$ cat config.mk
export PLATFORM = sky130hd
export DESIGN_NAME = crt_cmd_port
export DESIGN_NICKNAME = d
export VERILOG_FILES = /design/src/inc/crt_pkg.sv /design/src/inc/crt_ctl_if.sv /design/src/rtl/crt_seq.sv /design/src/rtl/crt_flags.sv /design/src/rtl/crt_cmd_port.sv
export SDC_FILE = /design/constraint.sdc
export NUM_CORES = 1
export LEC_CHECK = 0
export BUFFER_PORTS_ARGS = -buffer_cell sky130_fd_sc_hd__buf_4
export CAP_MARGIN = 5
export CORE_ASPECT_RATIO = 1.1
export CORE_MARGIN = 3
export CORE_UTILIZATION = 25
export CTS_CLUSTER_SIZE = 40
export DETAILED_ROUTE_END_ITERATION = 16
export SLEW_MARGIN = 20
export SYNTH_ARGS = -nofsm -noshare
export SYNTH_HDL_FRONTEND = slang
export SYNTH_SLANG_ARGS = --single-unit
$ cat constraint.sdc
create_clock -name ref_clk_i -period 3.2 [get_ports ref_clk_i]
set_input_delay 0.32 -clock ref_clk_i [delete_from_list [all_inputs] [get_ports ref_clk_i]]
set_output_delay 0.32 -clock ref_clk_i [all_outputs]
set_load 0.02 [all_outputs]
$ cat src/inc/crt_pkg.sv
/*
 * Constants for the CRT command and status port: command codes,
 * parameter counts, field positions and status bit positions.
 * Assumes nothing beyond a SystemVerilog compiler.
 */
package crt_pkg;
  localparam int          CMD_MSB     = 7;
  localparam int          CMD_LSB     = 5;
  localparam logic [2:0]  OP_RESET    = 3'h0;
  localparam logic [2:0]  OP_START    = 3'h1;
  localparam logic [2:0]  OP_STOP     = 3'h2;
  localparam logic [2:0]  OP_CURSOR   = 3'h4;
  localparam logic [2:0]  OP_IEN      = 3'h5;
  localparam logic [2:0]  OP_IDIS     = 3'h6;
  localparam logic [2:0]  OP_PRESET   = 3'h7;
  localparam logic [2:0]  NPAR_RESET  = 3'h4;
  localparam logic [2:0]  NPAR_CURSOR = 3'h2;
  localparam logic [2:0]  NPAR_NONE   = 3'h0;
  localparam logic [2:0]  PIDX_0      = 3'h0;
  localparam logic [2:0]  PIDX_1      = 3'h1;
  localparam logic [2:0]  PIDX_2      = 3'h2;
  localparam logic [2:0]  PIDX_3      = 3'h3;
  localparam int          ST_IE       = 6;
  localparam int          ST_IR       = 5;
  localparam int          ST_IC       = 3;
  localparam int          ST_VE       = 2;
  localparam int          ST_BU       = 1;
  localparam int          B1_SPACED   = 7;
  localparam int          B4_MODE     = 7;
  localparam int          UL_EDGE_BIT = 3;
  localparam logic [7:0]  REG_RESET   = 8'h00;
  localparam logic [5:0]  HRET_BASE   = 6'h02;
  localparam int          PRESET_CYC  = 2;

  typedef enum logic [1:0] {
    PR_IDLE = 2'h0,
    PR_LOAD = 2'h1,
    PR_HOLD = 2'h3
  } crt_preset_t;

  function automatic logic [2:0] crt_npar(input logic [2:0] op);
    crt_npar = (op == OP_RESET) ? NPAR_RESET : (op == OP_CURSOR) ? NPAR_CURSOR : NPAR_NONE;
  endfunction

  function automatic logic [5:0] crt_hret(input logic [3:0] z);
    crt_hret = {1'b0, z, 1'b0} + HRET_BASE;
  endfunction
endpackage

$ cat src/inc/crt_ctl_if.sv
/*
 * Internal carrier between the port top, the sequence checker and the
 * status flags. Assumes all three run on one clock.
 */
`timescale 1ns/1ps
interface crt_ctl_if;
  logic       cmd_wr;
  logic       par_wr;
  logic       st_rd;
  logic [2:0] op;
  logic [2:0] par_idx;
  logic       par_ok;
  logic       bad_evt;
  logic       last_row;
  logic       swap_miss;
  logic       ie;
  logic       ir;
  logic       ic;
  logic       ve;
  logic       bu;

  modport seq (input cmd_wr, par_wr, op, output par_idx, par_ok, bad_evt);
  modport flg (input cmd_wr, op, st_rd, bad_evt, last_row, swap_miss, output ie, ir, ic, ve, bu);
  modport top (output cmd_wr, par_wr, st_rd, op, last_row, swap_miss,
               input par_idx, par_ok, bad_evt, ie, ir, ic, ve, bu);
endinterface

$ cat src/rtl/crt_seq.sv
/*
 * Counts parameter bytes against the count the last command expects
 * and flags short or long strings. Assumes one write per clock at most.
 */
`timescale 1ns/1ps
module crt_seq (
  input  wire logic ref_clk_i,
  input  wire logic rst_i,
  crt_ctl_if.seq    ctl
);
  logic [2:0] cnt_q, cnt_d, exp_q, exp_d;
  logic       bad_q, bad_d;

  always_comb begin
    cnt_d = cnt_q;
    exp_d = exp_q;
    bad_d = 1'b0;
    if (ctl.cmd_wr) begin
      bad_d = (cnt_q != exp_q);
      exp_d = crt_pkg::crt_npar(ctl.op);
      cnt_d = crt_pkg::NPAR_NONE;
    end else if (ctl.par_wr) begin
      if (cnt_q == exp_q) begin
        bad_d = 1'b1;
      end else begin
        cnt_d = cnt_q + 3'h1;
      end
    end
  end

  always_ff @(posedge ref_clk_i or posedge rst_i) begin
    if (rst_i) begin
      cnt_q <= 3'h0;
      exp_q <= 3'h0;
      bad_q <= 1'b0;
    end else begin
      cnt_q <= cnt_d;
      exp_q <= exp_d;
      bad_q <= bad_d;
    end
  end

  assign ctl.par_idx = cnt_q;
  assign ctl.par_ok  = ctl.par_wr && (cnt_q != exp_q);
  assign ctl.bad_evt = bad_q;
endmodule

$ cat src/rtl/crt_flags.sv
/*
 * Status flags: interrupt enable, request pending, bad sequence,
 * video on and row underrun. Assumes pulses from the top, one clock.
 */
`timescale 1ns/1ps
module crt_flags (
  input  wire logic ref_clk_i,
  input  wire logic rst_i,
  crt_ctl_if.flg    ctl
);
  logic ie_q, ie_d, ir_q, ir_d, ic_q, ic_d, ve_q, ve_d, bu_q, bu_d;
  logic is_reset;

  always_comb begin
    is_reset = ctl.cmd_wr && (ctl.op == crt_pkg::OP_RESET);
    ie_d = ie_q;
    ve_d = ve_q;
    if (ctl.cmd_wr) begin
      unique case (ctl.op)
        crt_pkg::OP_RESET: begin
          ie_d = 1'b0;
          ve_d = 1'b0;
        end
        crt_pkg::OP_START: begin
          ie_d = 1'b1;
          ve_d = 1'b1;
        end
        crt_pkg::OP_STOP:  ve_d = 1'b0;
        crt_pkg::OP_IEN:   ie_d = 1'b1;
        crt_pkg::OP_IDIS:  ie_d = 1'b0;
        default: ;
      endcase
    end
    // Set wins over a clear in the same cycle
    ir_d = (ie_q && ctl.last_row) || (ir_q && !ctl.st_rd && !is_reset);
    ic_d = ctl.bad_evt || (ic_q && !ctl.st_rd);
    bu_d = ctl.swap_miss || (bu_q && !ctl.st_rd);
  end

  always_ff @(posedge ref_clk_i or posedge rst_i) begin
    if (rst_i) begin
      ie_q <= 1'b0;
      ir_q <= 1'b0;
      ic_q <= 1'b0;
      ve_q <= 1'b0;
      bu_q <= 1'b0;
    end else begin
      ie_q <= ie_d;
      ir_q <= ir_d;
      ic_q <= ic_d;
      ve_q <= ve_d;
      bu_q <= bu_d;
    end
  end

  assign ctl.ie = ie_q;
  assign ctl.ir = ir_q;
  assign ctl.ic = ic_q;
  assign ctl.ve = ve_q;
  assign ctl.bu = bu_q;
endmodule

$ cat src/rtl/crt_cmd_port.sv
/*
 * Command and parameter interpreter with status word for a small CRT
 * controller, running on the character clock. Assumes host strobes
 * are one clock wide and synchronous; raster counters, row buffers
 * and retrace generation sit outside and use the outputs here.
 */
`timescale 1ns/1ps
module crt_cmd_port #(
  parameter int PRESET_CYCLES = crt_pkg::PRESET_CYC
) (
  input  wire logic       ref_clk_i,
  input  wire logic       rst_i,
  input  wire logic       host_wr_i,
  input  wire logic       host_rd_i,
  input  wire logic       cmd_select_i,
  input  wire logic [7:0] host_wdata_i,
  input  wire logic       last_row_start_i,
  input  wire logic       swap_need_i,
  input  wire logic       row_filled_i,
  input  wire logic       frame_retrace_i,
  output logic      [7:0] host_rdata_o,
  output logic            irq_o,
  output logic            row_load_request_o,
  output logic            blanking_out_o,
  output logic            counter_preset_o,
  output logic            counters_frozen_o,
  output logic            spaced_rows_o,
  output logic      [6:0] chars_per_row_o,
  output logic      [1:0] vretrace_rows_o,
  output logic      [5:0] rows_per_frame_o,
  output logic      [3:0] underline_line_o,
  output logic            edge_blank_o,
  output logic      [3:0] lines_per_row_o,
  output logic            line_mode_o,
  output logic      [1:0] cursor_format_o,
  output logic      [5:0] hretrace_chars_o,
  output logic      [7:0] cursor_char_o,
  output logic      [7:0] cursor_row_o
);
  if (PRESET_CYCLES < 1 || PRESET_CYCLES > 15) begin : g_chk
    $error("PRESET_CYCLES out of range");
  end

  crt_ctl_if ctl ();

  crt_seq u_seq (
    .ref_clk_i (ref_clk_i),
    .rst_i     (rst_i),
    .ctl       (ctl)
  );

  crt_flags u_flags (
    .ref_clk_i (ref_clk_i),
    .rst_i     (rst_i),
    .ctl       (ctl)
  );

  // Host access decode
  logic       cmd_wr, par_wr, st_rd, swap_miss, retrace_end, fr_prev_q;
  logic [2:0] op;

  always_comb begin
    cmd_wr      = host_wr_i && cmd_select_i;
    par_wr      = host_wr_i && !cmd_select_i;
    st_rd       = host_rd_i && cmd_select_i;
    op          = host_wdata_i[crt_pkg::CMD_MSB:crt_pkg::CMD_LSB];
    swap_miss   = swap_need_i && !row_filled_i;
    retrace_end = fr_prev_q && !frame_retrace_i;
  end

  assign ctl.cmd_wr    = cmd_wr;
  assign ctl.par_wr    = par_wr;
  assign ctl.st_rd     = st_rd;
  assign ctl.op        = op;
  assign ctl.last_row  = last_row_start_i;
  assign ctl.swap_miss = swap_miss;

  // Screen composition and cursor registers
  logic [7:0] b1_q, b1_d, b2_q, b2_d, b3_q, b3_d, b4_q, b4_d;
  logic [7:0] cchar_q, cchar_d, crow_q, crow_d;
  logic [5:0] hret_q, hret_d;
  logic [2:0] cur_op_q, cur_op_d;

  always_comb begin
    b1_d     = b1_q;
    b2_d     = b2_q;
    b3_d     = b3_q;
    b4_d     = b4_q;
    cchar_d  = cchar_q;
    crow_d   = crow_q;
    hret_d   = hret_q;
    cur_op_d = cmd_wr ? op : cur_op_q;
    if (ctl.par_ok && cur_op_q == crt_pkg::OP_RESET) begin
      unique case (ctl.par_idx)
        crt_pkg::PIDX_0: b1_d = host_wdata_i;
        crt_pkg::PIDX_1: b2_d = host_wdata_i;
        crt_pkg::PIDX_2: b3_d = host_wdata_i;
        crt_pkg::PIDX_3: begin
          b4_d   = host_wdata_i;
          hret_d = crt_pkg::crt_hret(host_wdata_i[3:0]);
        end
        default: ;
      endcase
    end else if (ctl.par_ok && cur_op_q == crt_pkg::OP_CURSOR) begin
      if (ctl.par_idx == crt_pkg::PIDX_0) begin
        cchar_d = host_wdata_i;
      end else begin
        crow_d = host_wdata_i;
      end
    end
  end

  always_ff @(posedge ref_clk_i or posedge rst_i) begin
    if (rst_i) begin
      b1_q     <= crt_pkg::REG_RESET;
      b2_q     <= crt_pkg::REG_RESET;
      b3_q     <= crt_pkg::REG_RESET;
      b4_q     <= crt_pkg::REG_RESET;
      cchar_q  <= crt_pkg::REG_RESET;
      crow_q   <= crt_pkg::REG_RESET;
      hret_q   <= crt_pkg::HRET_BASE;
      cur_op_q <= crt_pkg::OP_START;
    end else begin
      b1_q     <= b1_d;
      b2_q     <= b2_d;
      b3_q     <= b3_d;
      b4_q     <= b4_d;
      cchar_q  <= cchar_d;
      crow_q   <= crow_d;
      hret_q   <= hret_d;
      cur_op_q <= cur_op_d;
    end
  end

  // Loading, blanking and underrun hold
  logic run_q, run_d, hold_q, hold_d, load_q, load_d, blank_q, blank_d;
  logic [7:0] rdata_q, rdata_d;

  always_comb begin
    run_d = run_q;
    if (cmd_wr && op == crt_pkg::OP_RESET) begin
      run_d = 1'b0;
    end else if (cmd_wr && op == crt_pkg::OP_START) begin
      run_d = 1'b1;
    end
    hold_d  = swap_miss || (hold_q && !retrace_end);
    load_d  = run_d && !hold_d;
    blank_d = !ctl.ve || hold_d;
    rdata_d = rdata_q;
    if (st_rd) begin
      rdata_d = 8'h00;
      rdata_d[crt_pkg::ST_IE] = ctl.ie;
      rdata_d[crt_pkg::ST_IR] = ctl.ir;
      rdata_d[crt_pkg::ST_IC] = ctl.ic;
      rdata_d[crt_pkg::ST_VE] = ctl.ve;
      rdata_d[crt_pkg::ST_BU] = ctl.bu;
    end else if (host_rd_i) begin
      rdata_d = 8'h00;
    end
  end

  always_ff @(posedge ref_clk_i or posedge rst_i) begin
    if (rst_i) begin
      run_q     <= 1'b0;
      hold_q    <= 1'b0;
      load_q    <= 1'b0;
      blank_q   <= 1'b1;
      fr_prev_q <= 1'b0;
      rdata_q   <= 8'h00;
    end else begin
      run_q     <= run_d;
      hold_q    <= hold_d;
      load_q    <= load_d;
      blank_q   <= blank_d;
      fr_prev_q <= frame_retrace_i;
      rdata_q   <= rdata_d;
    end
  end

  // Counter preset sequencer
  crt_pkg::crt_preset_t pr_q, pr_d;
  logic [3:0]           pcnt_q, pcnt_d;

  always_comb begin
    pr_d   = pr_q;
    pcnt_d = pcnt_q;
    unique case (pr_q)
      crt_pkg::PR_IDLE: ;
      crt_pkg::PR_LOAD: begin
        pcnt_d = pcnt_q - 4'h1;
        if (pcnt_q == 4'h1) begin
          pr_d = crt_pkg::PR_HOLD;
        end
      end
      crt_pkg::PR_HOLD: ;
      default: pr_d = crt_pkg::PR_IDLE;
    endcase
    if (cmd_wr) begin
      if (op == crt_pkg::OP_PRESET) begin
        pr_d   = crt_pkg::PR_LOAD;
        pcnt_d = 4'(PRESET_CYCLES);
      end else begin
        pr_d = crt_pkg::PR_IDLE;
      end
    end
  end

  always_ff @(posedge ref_clk_i or posedge rst_i) begin
    if (rst_i) begin
      pr_q   <= crt_pkg::PR_IDLE;
      pcnt_q <= 4'h0;
    end else begin
      pr_q   <= pr_d;
      pcnt_q <= pcnt_d;
    end
  end

  assign host_rdata_o       = rdata_q;
  assign irq_o              = ctl.ir;
  assign row_load_request_o = load_q;
  assign blanking_out_o     = blank_q;
  assign counter_preset_o   = (pr_q == crt_pkg::PR_LOAD);
  assign counters_frozen_o  = (pr_q != crt_pkg::PR_IDLE);
  assign spaced_rows_o      = b1_q[crt_pkg::B1_SPACED];
  assign chars_per_row_o    = b1_q[6:0];
  assign vretrace_rows_o    = b2_q[7:6];
  assign rows_per_frame_o   = b2_q[5:0];
  assign underline_line_o   = b3_q[7:4];
  assign edge_blank_o       = b3_q[4 + crt_pkg::UL_EDGE_BIT];
  assign lines_per_row_o    = b3_q[3:0];
  assign line_mode_o        = b4_q[crt_pkg::B4_MODE];
  assign cursor_format_o    = b4_q[5:4];
  assign hretrace_chars_o   = hret_q;
  assign cursor_char_o      = cchar_q;
  assign cursor_row_o       = crow_q;
endmodule

==> results of run 1 <==
through the flow:
step	setup WS, ns	instance area, um2
after detailed placement	0.7384	4080
final	0.9002	4374
after global routing	0.7851	4374
after CTS	0.8750	4374
after global placement	0.8156	4080
after floorplan	0.8899	3362
worst max-delay path, delay by kind of cell, from the launching register on:
kind / cells / cell delay, ns
and+or+nand+nor: 2 / 1.09
DFF: 1 / 0.39
muxes: 1 / 0.40
AOI/OAI and AO/OA: 1 / 0.30
timing repair:
item | CTS | global route
resized for setup | 0 | 0
buffers inserted | 0 | 0
hold buffers | 1 | 0
endpoints found under the hold margin | 14 | 0
power breakdown:
part / switching, uW / total [uW] / internal (uW) / leakage [uW]
Sequential: 194 / 1460 / 1260 / 0.00101
Clock: 426 / 962 / 536 / 0.000138
Combinational: 643 / 1210 / 565 / 0.000972
per-layer routing:
layer  wire length [um]  track usage [%]
met1               3291            13.15
met2               3908            18.35
met3                510            4.358
met4                 68            4.027
met5                  0                0
how the worst min path moves through the flow:
stage                    start                   to  slack, ns  cells past startpoint
4_1_cts        frame_retrace_i  fr_prev_q$_DFF_PP0_       0.09                      1
2_1_floorplan  frame_retrace_i  fr_prev_q$_DFF_PP0_       0.35                      0
3_3_place_gp             rst_i  b3_q[5]$_DFFE_PP0P_       0.28                      2
6_report       frame_retrace_i  fr_prev_q$_DFF_PP0_       0.10                      1
5_1_grt        frame_retrace_i  fr_prev_q$_DFF_PP0_       0.09                      1
3_5_place_dp             rst_i  b3_q[5]$_DFFE_PP0P_       0.29                      2
kinds of logic after synthesis:
kind of cell	share of synthesized area [%]
fa+ha+maj	3.734
simple gates	9.074
buf+inv	4.182
flops	58.36
other cells	0.1119
mux	15.80
compound gates	6.386
xor+xnor	2.353
area by class of cell:
cell class | instances | area [um2]
clock inverter | 7 | 58.81
multi-input combinational | 152 | 1274
fill | 1264 | 8484
sequential | 78 | 1956
clock buffer | 9 | 225.2
timing repair buffer | 79 | 595.6
tap | 157 | 196.4
inverter | 18 | 68.82
layout by cell type (no fill, tap or decap), types with 4 or more instances in the layout:
cell type | netlist | layout
sky130_fd_sc_hd__dfrtp_1 | 75 | 75
sky130_fd_sc_hd__clkbuf_16 | 0 | 9
sky130_fd_sc_hd__xor2_1 | 6 | 6
sky130_fd_sc_hd__mux2_2 | 47 | 47
sky130_fd_sc_hd__nand3_1 | 9 | 9
sky130_fd_sc_hd__inv_1 | 18 | 17
sky130_fd_sc_hd__nand2b_1 | 4 | 4
sky130_fd_sc_hd__nand2_1 | 16 | 16
sky130_fd_sc_hd__nor2_1 | 5 | 5
sky130_fd_sc_hd__o21ai_0 | 17 | 17
sky130_fd_sc_hd__buf_4 | 5 | 78
sky130_fd_sc_hd__conb_1 | 1 | 4
sky130_fd_sc_hd__ha_1 | 10 | 10
registers in the layout, summed over array words and instances, names as in the netlist, 3 cells and up:
name,flops
u_seq.ctl.par_idx,3
cursor_char_o,8
b2_q,8
b4_q,3
b1_q,8
b3_q,8
host_rdata_o,5
hretrace_chars_o,5
cur_op_q,3
cursor_row_o,8
pcnt_q,4
==> out/summary.json, run 1 <==
{
  "core_area_um2": 12860,
  "powerDensity_nw_per_um2": 829.7,
  "synth_enable_flop_cells": 0,
  "slowest_stage": "sky130_fd_sc_hd__nor3b_4",
  "synth_cell_type_count": 40,
  "async_reset_ff_share_pct": 100.0,
  "worst_r2r_endpoint": "b3_q[6]$_DFFE_PP0P_",
  "cts.sink_count": 78,
  "global_route.usage.total_pct": 11.16,
  "clk_latency_ns": 0.33,
  "ys_top_cells_by_area": "sky130_fd_sc_hd__dfrtp_1, sky130_fd_sc_hd__mux2_2, sky130_fd_sc_hd__ha_1",
  "critPathLaunchType": "flip-flop",
  "placement_rows": 43,
  "grt_pass1_vias": 2363,
  "timing.critical_path.required_ns": 3.42,
  "critical_setup_path_kind": "flip-flop to flip-flop",
  "yosys.cell_count.top_type": "sky130_fd_sc_hd__dfrtp_1",
  "worst_vdd_ir_uv": 513.0,
  "layout_worst_path_cycle_share_pct": 71.87,
  "grt_pass1_wl_um": 12580,
  "crit_path_start": "cur_op_q[1]$_DFFE_PP0P_",
  "worstMarginPinSlew_ns": 0.6260,
  "final_hold_violation_count": 0,
  "setup_viol": 0,
  "outcome": "finished, final reports clean",
  "synth_seq_area_share_pct": 58.36,
  "placedCellCount": 483,
  "avgSynthCellArea_um2": 12.94,
  "cts_made_buffers": 9,
  "final_antenna_net_count": 0,
  "cts_root_buf": "sky130_fd_sc_hd__clkbuf_16",
  "fin_util_pct": 34.02,
  "worstPathCellList": "nor4b_2 > o311ai_2 > nor3b_4 > mux2_2",
  "cp_max_fo": 8,
  "wirelength_um": 7779,
  "drt_first_pass_iters": 4,
  "synth_largest_type_area_fraction_pct": 56.01,
  "first_iter_violations": 106,
  "slack_of_the_worst_reg_to_reg_path_ns": 0.90,
  "critPathCapture": "b3_q[6]$_DFFE_PP0P_",
  "final.hold.worst_slack_ns": 0.1043,
  "r2r_cells": 4,
  "h-tree-depth": 3,
  "wire_per_inst_um": 15.56,
  "grt_start_max_net_pins": 36,
  "maxClockFrequency_mhz": 434.8,
  "flow.area_growth_from_synthesis_pct": 30.55,
  "power_leakage_uw": 0.002118,
  "vias_per_cell": 4.436,
  "min_period_ns": 2.300,
  "nets": 365,
  "synth_seq_cells": 78,
  "remaining_drc_errors": 0,
  "crit_path_max_incr_delay_ns": 0.61,
  "initial_core_util_pct": 26.06,
  "place_congestion": 0.8499,
  "design_power_total_uw": 3629,
  "dpl.hpwl_um": 5613,
  "critical_path_arrival_ns": 2.52,
  "finalSetupTns_ns": 0,
  "grt_antenna_before_repair": 0,
  "worst_slew_margin_pct": 58.22,
  "n_antenna_cell": 0,
  "drive_above_1_share_pct": 44.90,
  "number_of_instances_in_the_synthesized_netlist": 259,
  "ctsLongestPathBuffers": 2,
  "tritoncts": "yes",
  "boundaryPins": 80,
  "die-width_um": 116.4,
  "r2r_start": "cur_op_q[1]$_DFFE_PP0P_",
  "total_die_area_um2": 14830,
  "critical_path.endpoint_type": "flip-flop",
  "io_buffer_count": 75,
  "cts.reportedPaths.clkPinSlew_ns": 0.06,
  "count_of_non_filler_cells_in_the_finished_layout": 500,
  "synth_area_um2": 3351,
  "dr_total_vias": 2218,
  "final-max-slew-violation-count": 0,
  "rsz0062_at_grt": "no",
  "yosysWarningCount": 0,
  "synth.cells.most_frequent": "sky130_fd_sc_hd__dfrtp_1, sky130_fd_sc_hd__mux2_2, sky130_fd_sc_hd__inv_1",
  "final.setup_skew_ns": 0.003998,
  "global_route.overflow_total": 0,
  "ys.flop_type": "sky130_fd_sc_hd__dfrtp_1",
  "hold_path_class": "input pin to flip-flop",
  "die_h_um": 127.4,
  "drv.max_cap_violation_count": 0,
  "netlist.top_cell.by_area": "sky130_fd_sc_hd__dfrtp_1"
}
Power figures use the tool's default switching activity.
==> run 2, diff against run 1 <==
--- a/config.mk
+++ b/config.mk
@@ -5,6 +5,7 @@
 export SDC_FILE = /design/constraint.sdc
 export NUM_CORES = 1
 export LEC_CHECK = 0
+export ABC_AREA = 1
 export BUFFER_PORTS_ARGS = -buffer_cell sky130_fd_sc_hd__buf_4
 export CAP_MARGIN = 5
 export CORE_ASPECT_RATIO = 1.1
==> constraint.sdc (replaced) <==
create_clock -name ref_clk_i -period 2.1 [get_ports ref_clk_i]
set_input_delay 0.21 -clock ref_clk_i [delete_from_list [all_inputs] [get_ports ref_clk_i]]
set_output_delay 0.21 -clock ref_clk_i [all_outputs]
set_load 0.02 [all_outputs]
==> out/summary.json, run 2 <==
{
  "outcome": "complete, but fails checks",
  "violated_checks": "hold timing",
  "fin_util_pct": 33.25,
  "boundaryPins": 80,
  "remaining_drc_errors": 0,
  "yosys.cell_count.top_type": "sky130_fd_sc_hd__nand2_1",
  "synth_seq_area_share_pct": 55.02,
  "grt_antenna_before_repair": 0,
  "global_route.usage.total_pct": 11.78,
  "global_route.overflow_total": 0,
  "power_leakage_uw": 0.002450,
  "clk_latency_ns": 0.34,
  "final_common_cell": "sky130_fd_sc_hd__nand2_1",
  "synth_cell_type_count": 28,
  "dp_slack_ns": 0.2772,
  "crit_path_start": "u_seq.ctl.par_idx[1]$_DFFE_PP0P_",
  "number_of_instances_in_the_synthesized_netlist": 398,
  "wirelength_um": 9390,
  "share_of_power_burned_in_the_clock_network_pct": 25.7,
  "netlist.top_cell.by_area": "sky130_fd_sc_hd__dfrtp_1",
  "flow.area_growth_from_synthesis_pct": 29.57,
  "cts_made_buffers": 9,
  "io_buffer_count": 75,
  "finalSetupTns_ns": 0,
  "worst_vdd_ir_uv": 500.5,
  "tritoncts": "yes",
  "grt_pass1_wl_um": 14610,
  "final.hold.worst_slack_ns": -0.005180,
  "final_antenna_net_count": 0,
  "setup_viol": 0,
  "vias_per_cell": 4.459,
  "powerDensity_nw_per_um2": 1282,
  "die-width_um": 119.7,
  "drive_above_1_share_pct": 23.06,
  "power.internal_uw": 3642,
  "critical_setup_path_kind": "flip-flop to flip-flop",
  "h-tree-depth": 3,
  "final.setup_skew_ns": 0.007407,
  "initial_core_util_pct": 25.66,
  "critical_path.endpoint_type": "flip-flop",
  "n_antenna_cell": 0,
  "synth_largest_type_area_fraction_pct": 52.80,
  "first_iter_violations": 130,
  "post-cts-setup-buffers": 0,
  "power.net_switching_uw": 2262,
  "timing.critical_path.required_ns": 2.33,
  "final_cell_mix": "sky130_fd_sc_hd__nand2_1, sky130_fd_sc_hd__buf_4, sky130_fd_sc_hd__dfrtp_1",
  "grt_pass1_vias": 2858,
  "final_critical_path_setup_slack_ns": 0.2406,
  "r2r_start": "u_seq.ctl.par_idx[1]$_DFFE_PP0P_",
  "drv.max_cap_violation_count": 0,
  "final-max-slew-violation-count": 0,
  "nets": 499,
  "hold_path_class": "input pin to async pin",
  "avgSynthCellArea_um2": 8.931,
  "dpl.hpwl_um": 6534,
  "critical_path_arrival_ns": 2.09,
  "power.share.combinational_pct": 36.3,
  "ctsLongestPathBuffers": 2,
  "rsz0062_at_grt": "no",
  "die_h_um": 131.1,
  "layout_worst_path_cycle_share_pct": 88.54,
  "place_congestion": 0.8141,
  "core_area_um2": 13850,
  "cts_root_buf": "sky130_fd_sc_hd__clkbuf_16",
  "ys.flop_type": "sky130_fd_sc_hd__dfrtp_1",
  "placement_rows": 45,
  "swShare_pct": 38.31,
  "maxClockFrequency_mhz": 537.8,
  "wire_per_inst_um": 14.12,
  "seqPwrFrac_pct": 37.9,
  "synth_area_um2": 3555,
  "dr_total_vias": 2965,
  "final_hold_violation_count": 7,
  "critPathLaunchType": "flip-flop",
  "total_die_area_um2": 15690,
  "count_of_non_filler_cells_in_the_finished_layout": 665,
  "drt_first_pass_iters": 4,
  "synth_enable_flop_cells": 0,
  "async_reset_ff_share_pct": 100.0,
  "cts.sink_count": 78,
  "min_period_ns": 1.859,
  "grt_start_max_net_pins": 79,
  "placedCellCount": 648,
  "synth.cells.most_frequent": "sky130_fd_sc_hd__nand2_1, sky130_fd_sc_hd__dfrtp_1, sky130_fd_sc_hd__nand4_1",
  "synth_seq_cells": 78,
  "ys_top_cells_by_area": "sky130_fd_sc_hd__dfrtp_1, sky130_fd_sc_hd__nand2_1, sky130_fd_sc_hd__nand4_1",
  "cp_max_fo": 18,
  "yosysWarningCount": 0,
  "cts.reportedPaths.clkPinSlew_ns": 0.06
}
-- run 2: cells by family after synthesis --
family          count (synthesis)  synth area share (%)
xor+xnor                        5                 1.232
simple gates                  216                 28.44
compound gates                 25                 4.048
other cells                     1                0.1055
buf+inv                        63                 7.638
fa+ha+maj                      10                 3.520
flops                          78                 55.02
-- run 2: power groups by stage --
stage / Sequential (uW) / Clock [uW] / Combinational (uW)
6_report: 2240 / 1520 / 2150
3_3_place_gp: 2250 / 0 / 2130
4_1_cts: 2240 / 1570 / 2170
2_1_floorplan: 2600 / 0 / 920
3_5_place_dp: 2260 / 0 / 2160
5_1_grt: 2280 / 1630 / 2360
-- run 2: critical path, cell delays in order, from the launching register on --
cell and delay, ns:
sky130_fd_sc_hd__dfrtp_1 0.43, sky130_fd_sc_hd__inv_1 0.14, sky130_fd_sc_hd__ha_1 0.18, sky130_fd_sc_hd__nand2_2 0.15, sky130_fd_sc_hd__inv_2 0.28, sky130_fd_sc_hd__nand4_1 0.34
sky130_fd_sc_hd__nand2_1 0.16, sky130_fd_sc_hd__nand2_1 0.07
-- run 2: worst paths after layout --
path                                                   end  slack (ns)  cells past startpoint
min                                    b3_q[2]$_DFFE_PP0P_      -0.005                      3
min reg2reg                       u_flags.ctl.ic$_DFF_PP0_        0.44                      1
max in group asynchronous  hretrace_chars_o[1]$_DFFE_PP1P_        1.76                      3
min in group ref_clk_i            u_flags.ctl.ir$_DFF_PP0_        0.08                      3
max reg2reg                            b1_q[2]$_DFFE_PP0P_        0.24                      7
max                                    b1_q[2]$_DFFE_PP0P_        0.24                      7
-- run 2: per-layer routing --
| metal | share of wire [%] | GRT usage [%] | up-vias |
|---|---|---|---|
| met1 | 44 | 14.46 | 1424 |
| met4 | 2.7 | 6.199 | 0 |
| met5 | 0 | 0 | - |
| li1 | - | - | 1452 |
| met3 | 6.1 | 3.391 | 18 |
| met2 | 47 | 18.98 | 71 |
-- run 2: cell type report --
cell class	instances	area, um2
Timing Repair Buffer	81	623.1
Tap cell	188	235.2
Clock inverter	6	62.56
Clock buffer	10	229.0
Inverter	42	161.4
Fill cell	1463	9245
Multi-Input combinational cell	260	1339
Sequential cell	78	1956
-- run 2: per-stage QoR --
stage                     cell area (um2)  total power (uW)
final                                4606              5904
after global routing                 4606              6276
after CTS                            4606              5989
after floorplan                      3570              3520
after global placement               4304              4371
after detailed placement             4304              4422
-- run 2: repair_timing --
action | in CTS | in global routing
gates resized for setup | 0 | 0
hold buffers | 1 | 0
hold endpoints to repair | 1 | 0
